--- src/mtig_pkg.sv ---
package mtig_pkg;

  localparam int unsigned AXIS_W = 7;
  localparam int unsigned CNT_W  = 7;

  // register offsets
  localparam logic [7:0] OFS_GEN1_CONFIG       = 8'h30;
  localparam logic [7:0] OFS_GEN1_SOURCE       = 8'h31;
  localparam logic [7:0] OFS_GEN1_THRESHOLD    = 8'h32;
  localparam logic [7:0] OFS_GEN1_MIN_DURATION = 8'h33;
  localparam logic [7:0] OFS_GEN2_CONFIG       = 8'h34;
  localparam logic [7:0] OFS_GEN2_SOURCE       = 8'h35;
  localparam logic [7:0] OFS_GEN2_THRESHOLD    = 8'h36;
  localparam logic [7:0] OFS_GEN2_MIN_DURATION = 8'h37;
  localparam logic [5:0] OFS_BLOCK_MASK        = 6'h0c;
  localparam logic [1:0] KIND_CONFIG           = 2'h0;
  localparam logic [1:0] KIND_SOURCE           = 2'h1;
  localparam logic [1:0] KIND_THRESHOLD        = 2'h2;
  localparam logic [1:0] KIND_MIN_DURATION     = 2'h3;

  // field positions
  localparam int unsigned POS_COMBINE     = 7;
  localparam int unsigned POS_ACTIVE_FLAG = 6;

  // reset values, counter limit and event mask
  localparam logic [7:0]       RST_CONFIG = 8'h00;
  localparam logic [AXIS_W-1:0] RST_THRESHOLD = 7'h00;
  localparam logic [CNT_W-1:0]  RST_DURATION  = 7'h00;
  localparam logic [CNT_W-1:0]  CNT_MAX       = 7'h7f;
  localparam logic [5:0]        ALL_EVENTS    = 6'h3f;

  // pin routing codes
  localparam logic [1:0] ROUTE_OWN        = 2'h0;
  localparam logic [1:0] ROUTE_BOTH       = 2'h1;
  localparam logic [1:0] ROUTE_DATA_READY = 2'h2;
  localparam logic [1:0] ROUTE_BOOT       = 2'h3;

  typedef struct packed {
    logic [AXIS_W-1:0] z;
    logic [AXIS_W-1:0] y;
    logic [AXIS_W-1:0] x;
  } mtig_axes_t;

  // bit order of config enables and source flags
  typedef struct packed {
    logic z_high;
    logic z_low;
    logic y_high;
    logic y_low;
    logic x_high;
    logic x_low;
  } mtig_events_t;

  typedef struct packed {
    logic         event_combine_select;
    logic         reserved;
    mtig_events_t enable;
  } mtig_config_t;

  typedef struct packed {
    logic             hit;
    logic             gen;
    logic [1:0]       kind;
  } mtig_sel_t;

endpackage

--- src/mtig_event_gen.sv ---
`timescale 1ns/10ps
`default_nettype none

module mtig_event_gen
  import mtig_pkg::*;
(
  // clock and reset
  input  wire logic                         clk,
  input  wire logic                         rst_n,
  // settings
  input  wire mtig_pkg::mtig_config_t       i_config,
  input  wire logic [mtig_pkg::AXIS_W-1:0]  i_threshold,
  input  wire logic [mtig_pkg::CNT_W-1:0]   i_min_duration,
  input  wire logic                         i_latch,
  // samples
  input  wire logic                         i_sample_valid,
  input  wire mtig_pkg::mtig_axes_t         i_sample,
  // source register
  input  wire logic                         i_source_read,
  output logic [7:0]                        o_source,
  output logic                              o_active
);

  typedef struct packed {
    logic [CNT_W-1:0] cnt;
    logic             active;
    mtig_events_t     flags;
  } mtig_gen_state_t;

  mtig_gen_state_t q;
  mtig_gen_state_t next_q;
  mtig_events_t    raw;
  mtig_events_t    en;
  logic            cond;
  logic            recog;

  function automatic logic [1:0] compare(input logic [AXIS_W-1:0] s,
                                         input logic [AXIS_W-1:0] t);
    compare = {s > t, s < t};
  endfunction

  always_comb
  begin
    en     = i_config.enable;
    raw    = {compare(i_sample.z, i_threshold), compare(i_sample.y, i_threshold),
              compare(i_sample.x, i_threshold)} & en;
    if (i_config.event_combine_select)
      cond = (|en) && ((raw | ~en) == ALL_EVENTS);
    else
      cond = |raw;
    recog  = i_sample_valid && cond && (q.cnt >= i_min_duration);
    next_q = q;
    if (i_sample_valid)
    begin
      if (!cond)
        next_q.cnt = '0;
      else if (q.cnt != CNT_MAX)
        next_q.cnt = q.cnt + 1'b1;
    end
    if (i_source_read)
    begin
      next_q.active = 1'b0;
      if (i_latch)
        next_q.flags = '0;
    end
    if (i_latch)
    begin
      if (recog)
      begin
        next_q.active = 1'b1;
        if (!q.active || i_source_read)
          next_q.flags = raw;
      end
    end
    else if (i_sample_valid)
    begin
      if (recog)
        next_q.active = 1'b1;
      else if (!q.active || i_source_read || !cond)
        next_q.active = 1'b0;
      next_q.flags = cond ? raw : '0;
    end
  end

  always_ff @(posedge clk or negedge rst_n)
  begin
    if (!rst_n)
      q <= '0;
    else
      q <= next_q;
  end

  assign o_source = {1'b0, q.active, q.flags};
  assign o_active = q.active;

  property p_read_clears;
    @(posedge clk) disable iff (!rst_n)
      (i_source_read && !recog) |=> !q.active;
  endproperty
  a_read_clears: assert property (p_read_clears) else $error("read did not clear active");

  property p_no_enable_quiet;
    @(posedge clk) disable iff (!rst_n)
      (en == '0 && !q.active) |=> !q.active;
  endproperty
  a_no_enable_quiet: assert property (p_no_enable_quiet) else $error("set while disabled");

  property p_high_event;
    @(posedge clk) disable iff (!rst_n)
      (i_sample_valid && en.x_high && i_sample.x > i_threshold
       && !i_config.event_combine_select && i_min_duration == '0 && !i_latch)
      |=> (q.active && q.flags.x_high);
  endproperty
  a_high_event: assert property (p_high_event) else $error("x high event missed");

  property p_low_event;
    @(posedge clk) disable iff (!rst_n)
      (i_sample_valid && en.y_low && i_sample.y < i_threshold
       && !i_config.event_combine_select && i_min_duration == '0 && !i_latch)
      |=> (q.active && q.flags.y_low);
  endproperty
  a_low_event: assert property (p_low_event) else $error("y low event missed");

  property p_and_needs_all;
    @(posedge clk) disable iff (!rst_n)
      (i_sample_valid && i_config.event_combine_select && en.x_low && en.z_high
       && !(i_sample.z > i_threshold) && !q.active && !i_latch) |=> !q.active;
  endproperty
  a_and_needs_all: assert property (p_and_needs_all) else $error("and mode fired early");

  property p_duration;
    @(posedge clk) disable iff (!rst_n)
      (!q.active && $rose(next_q.active)) |-> (q.cnt >= i_min_duration);
  endproperty
  a_duration: assert property (p_duration) else $error("active before duration");

  property p_latch_hold;
    @(posedge clk) disable iff (!rst_n)
      (i_latch && q.active && !i_source_read) |=> (q.active && $stable(q.flags));
  endproperty
  a_latch_hold: assert property (p_latch_hold) else $error("latched source changed");

endmodule

`default_nettype wire

--- src/mtig_top.sv ---
`timescale 1ns/10ps
`default_nettype none

module mtig_top
  import mtig_pkg::*;
(
  // clock and reset
  input  wire logic                   I_CLOCK,
  input  wire logic                   I_RESETN,
  // register port
  input  wire logic                   I_REG_WR,
  input  wire logic                   I_REG_RD,
  input  wire logic [7:0]             I_REG_ADDR,
  input  wire logic [7:0]             I_REG_WDATA,
  output logic [7:0]                  O_REG_RDATA,
  // samples
  input  wire logic                   I_SAMPLE_VALID,
  input  wire mtig_pkg::mtig_axes_t   I_SAMPLE,
  // settings and status held elsewhere in the device
  input  wire logic                   I_LATCH_SELECT_ONE,
  input  wire logic                   I_LATCH_SELECT_TWO,
  input  wire logic [1:0]             I_PIN_ONE_ROUTE_SELECT,
  input  wire logic [1:0]             I_PIN_TWO_ROUTE_SELECT,
  input  wire logic                   I_DATA_READY,
  input  wire logic                   I_BOOT_RUNNING,
  // interrupt pins
  output logic                        O_EVENT_PIN_ONE,
  output logic                        O_EVENT_PIN_TWO
);

  typedef struct packed {
    logic [1:0][7:0]        config_reg;
    logic [1:0][AXIS_W-1:0] threshold;
    logic [1:0][CNT_W-1:0]  min_duration;
    logic [7:0]             rdata;
    logic                   pin_one;
    logic                   pin_two;
  } mtig_top_state_t;

  mtig_top_state_t q;
  mtig_top_state_t next_q;
  logic [1:0]      rst_sync;
  logic            rst_n;
  mtig_sel_t       sel;
  logic [1:0]      src_read;
  logic [1:0][7:0] source;
  logic [1:0]      active;
  logic [1:0]      latch;
  logic [1:0][1:0] route;

  function automatic mtig_sel_t decode(input logic [7:0] addr);
    mtig_sel_t s;
    s.hit  = (addr[7:2] == OFS_GEN1_CONFIG[7:2]) || (addr[7:2] == OFS_GEN2_CONFIG[7:2]);
    s.gen  = (addr[7:2] == OFS_GEN2_CONFIG[7:2]);
    s.kind = addr[1:0];
    return s;
  endfunction

  function automatic logic route_pin(input logic [1:0] r, input logic own,
                                     input logic both, input logic drdy,
                                     input logic boot);
    case (r)
      ROUTE_OWN:        route_pin = own;
      ROUTE_BOTH:       route_pin = both;
      ROUTE_DATA_READY: route_pin = drdy;
      ROUTE_BOOT:       route_pin = boot;
      default:          route_pin = own;
    endcase
  endfunction

  // reset release through two flops
  always_ff @(posedge I_CLOCK or negedge I_RESETN)
  begin
    if (!I_RESETN)
      rst_sync <= 2'b00;
    else
      rst_sync <= {rst_sync[0], 1'b1};
  end
  assign rst_n = rst_sync[1];

  assign sel   = decode(I_REG_ADDR);
  assign latch = {I_LATCH_SELECT_TWO, I_LATCH_SELECT_ONE};
  assign route = {I_PIN_TWO_ROUTE_SELECT, I_PIN_ONE_ROUTE_SELECT};

  always_comb
  begin
    src_read = 2'b00;
    if (I_REG_RD && sel.hit && sel.kind == KIND_SOURCE)
      src_read[sel.gen] = 1'b1;
  end

  for (genvar g = 0; g < 2; g++)
  begin : gen_event
    mtig_event_gen u_gen (
      .clk            (I_CLOCK),
      .rst_n          (rst_n),
      .i_config       (mtig_config_t'(q.config_reg[g])),
      .i_threshold    (q.threshold[g]),
      .i_min_duration (q.min_duration[g]),
      .i_latch        (latch[g]),
      .i_sample_valid (I_SAMPLE_VALID),
      .i_sample       (I_SAMPLE),
      .i_source_read  (src_read[g]),
      .o_source       (source[g]),
      .o_active       (active[g])
    );
  end

  always_comb
  begin
    next_q = q;
    if (I_REG_WR && sel.hit)
    begin
      case (sel.kind)
        KIND_CONFIG:
        begin
          next_q.config_reg[sel.gen] = I_REG_WDATA;
          next_q.config_reg[sel.gen][POS_ACTIVE_FLAG] = 1'b0;
        end
        KIND_THRESHOLD:    next_q.threshold[sel.gen] = I_REG_WDATA[AXIS_W-1:0];
        KIND_MIN_DURATION: next_q.min_duration[sel.gen] = I_REG_WDATA[CNT_W-1:0];
        default:           next_q.threshold = q.threshold;
      endcase
    end
    next_q.rdata = 8'h00;
    if (I_REG_RD && sel.hit)
    begin
      case (sel.kind)
        KIND_CONFIG:       next_q.rdata = q.config_reg[sel.gen];
        KIND_SOURCE:       next_q.rdata = source[sel.gen];
        KIND_THRESHOLD:    next_q.rdata = {1'b0, q.threshold[sel.gen]};
        KIND_MIN_DURATION: next_q.rdata = {1'b0, q.min_duration[sel.gen]};
        default:           next_q.rdata = 8'h00;
      endcase
    end
    next_q.pin_one = route_pin(route[0], active[0], |active, I_DATA_READY,
                               I_BOOT_RUNNING);
    next_q.pin_two = route_pin(route[1], active[1], |active, I_DATA_READY,
                               I_BOOT_RUNNING);
  end

  always_ff @(posedge I_CLOCK or negedge rst_n)
  begin
    if (!rst_n)
    begin
      q              <= '0;
      q.config_reg   <= {RST_CONFIG, RST_CONFIG};
      q.threshold    <= {RST_THRESHOLD, RST_THRESHOLD};
      q.min_duration <= {RST_DURATION, RST_DURATION};
    end
    else
      q <= next_q;
  end

  assign O_REG_RDATA     = q.rdata;
  assign O_EVENT_PIN_ONE = q.pin_one;
  assign O_EVENT_PIN_TWO = q.pin_two;

  property p_pin_route;
    @(posedge I_CLOCK) disable iff (!rst_n)
      (route[0] == ROUTE_OWN && $stable(route[0])) |-> (O_EVENT_PIN_ONE == $past(active[0]));
  endproperty
  a_pin_route: assert property (p_pin_route) else $error("pin one not own status");

  property p_pin_or;
    @(posedge I_CLOCK) disable iff (!rst_n)
      (route[1] == ROUTE_BOTH) |=> (O_EVENT_PIN_TWO == $past(|active));
  endproperty
  a_pin_or: assert property (p_pin_or) else $error("pin two not or of both");

  property p_read_drops_pin;
    @(posedge I_CLOCK) disable iff (!rst_n)
      (src_read[0] && route[0] == ROUTE_OWN && !I_SAMPLE_VALID) ##1 (route[0] == ROUTE_OWN)
      |=> !O_EVENT_PIN_ONE;
  endproperty
  a_read_drops_pin: assert property (p_read_drops_pin) else $error("pin stuck after read");

  property p_reserved_zero;
    @(posedge I_CLOCK) disable iff (!rst_n)
      (I_REG_RD && sel.hit && sel.kind != KIND_CONFIG) |=> (O_REG_RDATA[7] == 1'b0);
  endproperty
  a_reserved_zero: assert property (p_reserved_zero) else $error("reserved bit read 1");

  property p_source_ro;
    @(posedge I_CLOCK) disable iff (!rst_n)
      (I_REG_WR && sel.hit && sel.kind == KIND_SOURCE && !I_SAMPLE_VALID && !I_REG_RD)
      |=> $stable(source);
  endproperty
  a_source_ro: assert property (p_source_ro) else $error("source changed by write");

  property p_config_bit6;
    @(posedge I_CLOCK) disable iff (!rst_n)
      (I_REG_RD && sel.hit && sel.kind == KIND_CONFIG) |=> !O_REG_RDATA[POS_ACTIVE_FLAG];
  endproperty
  a_config_bit6: assert property (p_config_bit6) else $error("config bit 6 read 1");

  property p_source_snapshot;
    @(posedge I_CLOCK) disable iff (!rst_n)
      (I_REG_RD && sel.hit && sel.kind == KIND_SOURCE)
      |=> (O_REG_RDATA == $past(source[sel.gen]));
  endproperty
  a_source_snapshot: assert property (p_source_snapshot) else $error("source read wrong");

  property p_threshold_write;
    @(posedge I_CLOCK) disable iff (!rst_n)
      (I_REG_WR && sel.hit && sel.kind == KIND_THRESHOLD)
      |=> (q.threshold[$past(sel.gen)] == $past(I_REG_WDATA[AXIS_W-1:0]));
  endproperty
  a_threshold_write: assert property (p_threshold_write) else $error("threshold lost");

  property p_duration_write;
    @(posedge I_CLOCK) disable iff (!rst_n)
      (I_REG_WR && sel.hit && sel.kind == KIND_MIN_DURATION)
      |=> (q.min_duration[$past(sel.gen)] == $past(I_REG_WDATA[CNT_W-1:0]));
  endproperty
  a_duration_write: assert property (p_duration_write) else $error("duration lost");

  property p_enable_write;
    @(posedge I_CLOCK) disable iff (!rst_n)
      (I_REG_WR && sel.hit && sel.kind == KIND_CONFIG)
      |=> (q.config_reg[$past(sel.gen)][5:0] == $past(I_REG_WDATA[5:0]));
  endproperty
  a_enable_write: assert property (p_enable_write) else $error("enables lost");

  property p_gen_independent;
    @(posedge I_CLOCK) disable iff (!rst_n)
      (I_REG_WR && sel.hit && !sel.gen) |=> $stable(q.config_reg[1]);
  endproperty
  a_gen_independent: assert property (p_gen_independent) else $error("gen two disturbed");

  property p_unmapped_read;
    @(posedge I_CLOCK) disable iff (!rst_n)
      (I_REG_RD && !sel.hit) |=> (O_REG_RDATA == 8'h00);
  endproperty
  a_unmapped_read: assert property (p_unmapped_read) else $error("unmapped read not zero");

  property p_pin_one_ready;
    @(posedge I_CLOCK) disable iff (!rst_n)
      (route[0] == ROUTE_DATA_READY) |=> (O_EVENT_PIN_ONE == $past(I_DATA_READY));
  endproperty
  a_pin_one_ready: assert property (p_pin_one_ready) else $error("pin one not data ready");

  property p_pin_two_boot;
    @(posedge I_CLOCK) disable iff (!rst_n)
      (route[1] == ROUTE_BOOT) |=> (O_EVENT_PIN_TWO == $past(I_BOOT_RUNNING));
  endproperty
  a_pin_two_boot: assert property (p_pin_two_boot) else $error("pin two not boot");

  property p_pin_two_own;
    @(posedge I_CLOCK) disable iff (!rst_n)
      (route[1] == ROUTE_OWN) |=> (O_EVENT_PIN_TWO == $past(active[1]));
  endproperty
  a_pin_two_own: assert property (p_pin_two_own) else $error("pin two not own status");

  property p_pin_one_both;
    @(posedge I_CLOCK) disable iff (!rst_n)
      (route[0] == ROUTE_BOTH) |=> (O_EVENT_PIN_ONE == $past(|active));
  endproperty
  a_pin_one_both: assert property (p_pin_one_both) else $error("pin one not or of both");

  property p_read_clears_two;
    @(posedge I_CLOCK) disable iff (!rst_n)
      (src_read[1] && !I_SAMPLE_VALID) |=> !active[1];
  endproperty
  a_read_clears_two: assert property (p_read_clears_two) else $error("gen two active");

  property p_threshold_read;
    @(posedge I_CLOCK) disable iff (!rst_n)
      (I_REG_RD && sel.hit && sel.kind == KIND_THRESHOLD)
      |=> (O_REG_RDATA[AXIS_W-1:0] == $past(q.threshold[sel.gen]));
  endproperty
  a_threshold_read: assert property (p_threshold_read) else $error("threshold read wrong");

  property p_duration_read;
    @(posedge I_CLOCK) disable iff (!rst_n)
      (I_REG_RD && sel.hit && sel.kind == KIND_MIN_DURATION)
      |=> (O_REG_RDATA[CNT_W-1:0] == $past(q.min_duration[sel.gen]));
  endproperty
  a_duration_read: assert property (p_duration_read) else $error("duration read wrong");

  property p_latch_release;
    @(posedge I_CLOCK) disable iff (!rst_n)
      (src_read[1] && latch[1] && !I_SAMPLE_VALID) |=> (source[1] == 8'h00);
  endproperty
  a_latch_release: assert property (p_latch_release) else $error("held source kept");

endmodule

`default_nettype wire

--- config.mk ---
export PLATFORM = sky130hd
export DESIGN_NAME = mtig_top
export DESIGN_NICKNAME = d
export VERILOG_FILES = /design/src/mtig_pkg.sv /design/src/mtig_event_gen.sv /design/src/mtig_top.sv
export SDC_FILE = /design/constraint.sdc
export NUM_CORES = 1
export LEC_CHECK = 0
export BUFFER_PORTS_ARGS = -buffer_cell sky130_fd_sc_hd__buf_2
export CAP_MARGIN = 10
export CELL_PAD_IN_SITES_DETAIL_PLACEMENT = 0
export CELL_PAD_IN_SITES_GLOBAL_PLACEMENT = 1
export CORE_MARGIN = 3
export CORE_UTILIZATION = 30
export CTS_BUF_LIST = sky130_fd_sc_hd__clkbuf_16
export CTS_CLUSTER_SIZE = 14
export DETAILED_ROUTE_END_ITERATION = 10
export MAX_ROUTING_LAYER = met4
export PLACE_DENSITY = 0.67
export SETUP_SLACK_MARGIN = 0.3
export SYNTH_ARGS = -nofsm -noshare
export SYNTH_HDL_FRONTEND = slang
export SYNTH_SLANG_ARGS = --single-unit
--- constraint.sdc ---
create_clock -name I_CLOCK -period 5 [get_ports I_CLOCK]
set_clock_uncertainty 0.15 [all_clocks]
set_input_delay 0.25 -clock I_CLOCK [delete_from_list [all_inputs] [get_ports I_CLOCK]]
set_output_delay 0.25 -clock I_CLOCK [all_outputs]
set_load 0.1 [all_outputs]
# == Word-level counts from Yosys, hierarchy flattened ==
# Index checks and enable logic that the tools add are counted.
# word_totals
reg_bits,84
out_inout_bits,10
in_bits,50
word_cells,149
# classes
add_sub_neg,2
n_reduce_logical,32
bitwise_logic,8
mux,48
eq_ne,17
n_lt_le_gt_ge,16
# op_table
cell,count
7-bit two-way mux,19
7-bit > comparator,6
7-bit less-than comparator,6
8-bit two-way mux,5
6-bit two-way mux,6
8-bit case mux with 4 select lines,1
14-bit bitwise mux,2
6-bit OR reduction,4
16-bit AND,1
16-bit bitwise mux,1
8-bit demux with 1-bit select,2
16-bit NOT,1
"7-bit by 1-bit adder with 7-bit output, second input constant",2
7-bit greater-or-equal comparator,2
"7-bit inequality test, second input constant",2
6-bit AND,2
"2-bit equality test, second input constant",6
"6-bit by 4-bit equality test with 1-bit output, second input constant",2
"6-bit equality test, second input constant",2
6-bit NOT,2
6-bit OR,2
1-bit logical AND,10
2-bit AND reduction,5
1-bit case mux with 4 select lines,2
12 further kinds,30

# == Depth between registers and ports, before layout ==
# depth
depth_word,12
depth_mapped,11
mapped_depth_nobuf,10

# == Modules after synthesis ==
# Synthesis repeated with hierarchy kept, for this count alone.
# unflattened
cells_unflattened,578
hier_area_um2,5944.5
# modules_own_cells
module,seq_area_each_um2,area_each_um2,instances,cells_each
mtig_event_gen,350.3,1629.1,2,189
mtig_top,1401.3,2686.3,1,200

# == Least setup slack after synthesis ==
# Ideal clock, no wire load.
# synth_timing
kind,flip-flop to flip-flop
startpoint,register q[37] (netlist bit)
endpoint,register gen_event[1].u_gen.q[7] (netlist bit)
synth_period_minus_slack_ns,2.598
arrival_time_ns,2.323
n_path_buf,0
setup_ns,0.125
t_required_ns,4.725
setup_slack_ns,2.402
path_stages_with_launch,11
cell_sequence,dfrtp_1 -> inv_1 -> ha_1 -> a41o_1 -> a21oi_1 -> a21oi_1 -> a2111oi_0 -> a31oi_1 -> nor2_4 -> o21ai_1 -> mux2_2
# synth_between
elab_chain_len,8
word_cells_on_any_way,15
cone_classes,order compare: 6; eq/ne: 2; mux: 2; bitwise: 2; reduce/logical: 3
# synth_rtl
item,line,text
"start, declared",mtig_top.sv:40,mtig_top_state_t q;
"start signal, assigned",mtig_top.sv:152,q <= next_q;
7-bit less-than comparator / 7-bit > comparator (equally long branches),mtig_event_gen.sv:39,"compare = {s > t, s < t};"
6-bit AND *,mtig_event_gen.sv:46,"compare(i_sample.x, i_threshold)} & en;"
6-bit OR,mtig_event_gen.sv:48,cond = (|en) && ((raw | ~en) == ALL_EVENTS);
6-bit equality test,mtig_event_gen.sv:48,
1-bit logical AND,mtig_event_gen.sv:48,
1-bit two-way mux *,mtig_event_gen.sv:47,if (i_config.event_combine_select)
2-bit inequality test (no source line),n/a,
2-bit AND reduction (no source line),n/a,
"end signal, assigned",mtig_event_gen.sv:90,q <= next_q;
"end, declared",mtig_event_gen.sv:30,mtig_gen_state_t q;
# Every way passes the cells marked *; elsewhere a longest branch is shown, timed or not.
# A chain may end at the register's enable or synchronous reset.

# == Worst setup path after layout ==
# Ends and elaborated chain as after synthesis.

==> metrics <==
reg2reg setup slack around 1600 ps; Peak supply drop 0.167 mV; mapped cell area approximately 0.0057 mm2; worst hold path class reg2async; Worst EP arrival approximately 3500 ps; Routed wire per std cell just under 20 um; Seq/Total Area, Yosys 0.372; status finished clean; final std cells w/o fill between 800 and 900; number of enable flip-flop cells after synthesis 0; element type at the critical path start flop; Total Wirelength 17100 um; H-Tree Depth 3; CP Capture Type flop; Worst R2R Start q[37]; Synth area leader dfrtp_1; root buf cell clkbuf_16; Clk Latency, worst-skew pair 350 ps; first-pass GRT wire length around 27000 um; Synth area leaders dfrtp_1, ha_1, mux2_2, a21oi_1, mux4_2; internal power approximately 1300 uW; Post-synth ARST share 1.00; Port Buffers between 50 and 60; Max-slew headroom 0.319; Pwr Density ~270 mW/mm2; Die Wd 143 um; largest net degree at the start of global routing 72; YS warnings 0; Synth top area share 0.372; FF-to-FF End gen_event[1].u_gen.q[7]; final setup violation count 0; Syn Inst Count a little under 600; Mapped Nets 686; Fin Setup TNS 0 ps; Die Y-Extent ~140 um; Pre-antenna DRT Iters 6; Reg2Reg Depth 10; crit path max fanout 10; RSZ-0062 raised after global routing no; drt via density 5.50; max cap viols 0; share of power burned in registers 0.420; Core Region ~0.018 mm2; CTS Hold Bufs 3; ANT cells 0; clock sink count 84; Fin. Hold Viols 0; max-slew violation count 0; Most used DFF post-synth dfrtp_1; number of nets still failing antenna checks after routing 0; synthesized area per cell roughly 9.8 um2; Sw Share 0.285; share of cells above drive strength 1 0.198; GRT overflow 0; area delta synth->final 14.2%; DR DRC count 0; vias in the first global route 4927; gp weighted congestion about 0.9; initial antenna violation count 0; nets@finish 744; Tcrit/Tclk final 0.683; switching power total between 500 and 600 uW; Global Route Usage Sum 0.178; Worst EP required about 5100 ps; CTS tree done; # Post-CTS Setup Buffers 0; Post-CTS Resized 0; total power about 1800 uW; CTS Buf Count 9; Iteration-0 DRC Markers 282; Clk pwr share 0.398; Starting Density 0.310; die area slightly above 0.02 mm2; row count 49; Longest Clk Path Bufs 2; fill count around 1900; leakage dissipation slightly above 0.003 uW; number of synthesized register bits between 80 and 90; fin crit period 3420 ps; Worst Path Class, Setup reg2reg; DP HPWL 13300 um; Gate power share 0.182; Unique masters post-synth 67; Clock Pin Slew Worst Setup and Hold Paths 60 ps; Vias around 4800; number of I/O pins 60; Slew @ Worst Pin between 1000 and 1500 ps; FMAX between 200 and 300 MHz; Placed Cells incl. Taps between 800 and 900
## state kept, by name, summed over array words and instances, names as in the netlist
register / count
q: 44
gen_event.u_gen.q: 14
gen_event.u_gen.o_source: 12
O_REG_RDATA: 8
gen_event.u_gen.o_active: 2
rst_sync: 2
O_EVENT_PIN_ONE: 1
O_EVENT_PIN_TWO: 1
## cells in the mapped netlist, drive strengths merged (2+ instances only)
cell and number:
a2111oi 2, a21o 3, a21oi 48, a221o 4, a22o 2, a22oi 2, a31o 6, a31oi 7
a32oi 5, a41oi 3, and2 4, and3 4, buf 7, clkbuf 11, dfrtp 84, ha 58
inv 47, mux2 24, mux2i 12, mux4 10, nand2 55, nand2b 2, nand3 28, nand3b 6
nand4 19, nor2 37, nor2b 2, nor3 5, nor3b 4, nor4 3, o2111ai 2, o211ai 2
o21a 2, o21ai 44, o221ai 2, o22ai 3, o2bb2ai 2, or4 3, xnor2 2
## how the worst max path moves through the flow
stage | from | endpoint | slack [ps] | depth (start not counted)
floorplan | rst_sync[1] | O_EVENT_PIN_ONE | 2340 | 0
global placement | q[37] | gen_event[1].u_gen.q[7] | 1680 | 10
detailed placement | q[35] | gen_event[1].u_gen.q[7] | 1610 | 10
CTS | q[37] | gen_event[1].u_gen.q[7] | 1580 | 10
global route | q[35] | gen_event[1].u_gen.q[7] | 1400 | 10
finish | q[37] | gen_event[1].u_gen.q[7] | 1580 | 10
## power by group through the flow
stage | combinational (uW) | clock, uW | sequential, uW
floorplan | 206 | 0 | 762
CTS | 324 | 725 | 743
finish | 323 | 705 | 743
detailed placement | 320 | 0 | 755
global route | 361 | 752 | 747
global placement | 310 | 0 | 755
## worst max-delay path, stage by stage (launching register included)
cell and delay (ps):
dfrtp_1 380, inv_1 170, ha_1 300, a41o_1 240
a21oi_1 320, a21oi_1 210, a2111oi_0 470, a31oi_1 300
nor2_4 310, o21ai_1 140, mux2_2 300
## cells by family after synthesis
family | synth area share
simple gates | 0.165
buf+inv | 0.0573
other cells | 0.000664
fa+ha+maj | 0.128
xor+xnor | 0.00310
mux | 0.109
compound gates | 0.165
flops | 0.372
## final cells by class
type	count	area, um2	share of cell area
clock buffers	9	225	0.0349
well taps	229	287	0.0444
inverters	47	176	0.0273
clock inverters	7	85.1	0.0132
flip-flops and latches	84	2110	0.326
multi-input cells	429	3230	0.500
repair buffers	65	348	0.0539
## through the flow
step                      cell area (um2)  utilization  worst slack [ps]  hold slack, ps
after detailed placement             6110        0.336              1610            -113
after global placement               6110        0.336              1680            -113
final                                6450        0.354              1580            12.7
after global routing                 6450        0.354              1400            26.4
after floorplan                      5650            -              2340            -196
after CTS                            6450        0.354              1580            13.8
## placed cells by master, fill, tap and decap left out, drive strengths merged, types with 4 or more instances in the layout
| master | instances |
|---|---|
| a21oi | 48 |
| a221o | 4 |
| a31o | 6 |
| a31oi | 7 |
| a32oi | 5 |
| and2 | 4 |
| and3 | 4 |
| buf | 62 |
| clkbuf | 9 |
| dfrtp | 84 |
| ha | 58 |
| inv | 49 |
| mux2 | 24 |
| mux2i | 12 |
| mux4 | 10 |
| nand2 | 55 |
| nand3 | 28 |
| nand3b | 6 |
| nand4 | 19 |
| nor2 | 37 |
| nor3 | 5 |
| nor3b | 4 |
| o21ai | 44 |
## layer usage
metal  part of all wire  vias to the layer above  GRT usage
li1                   -                     2247          -
met1               0.43                     2368      0.220
met2               0.49                      138      0.288
met3              0.051                       32     0.0392
met4              0.029                        0     0.0610
met5                  0                        -          -
No activity file was read; power rests on OpenSTA's default activity.
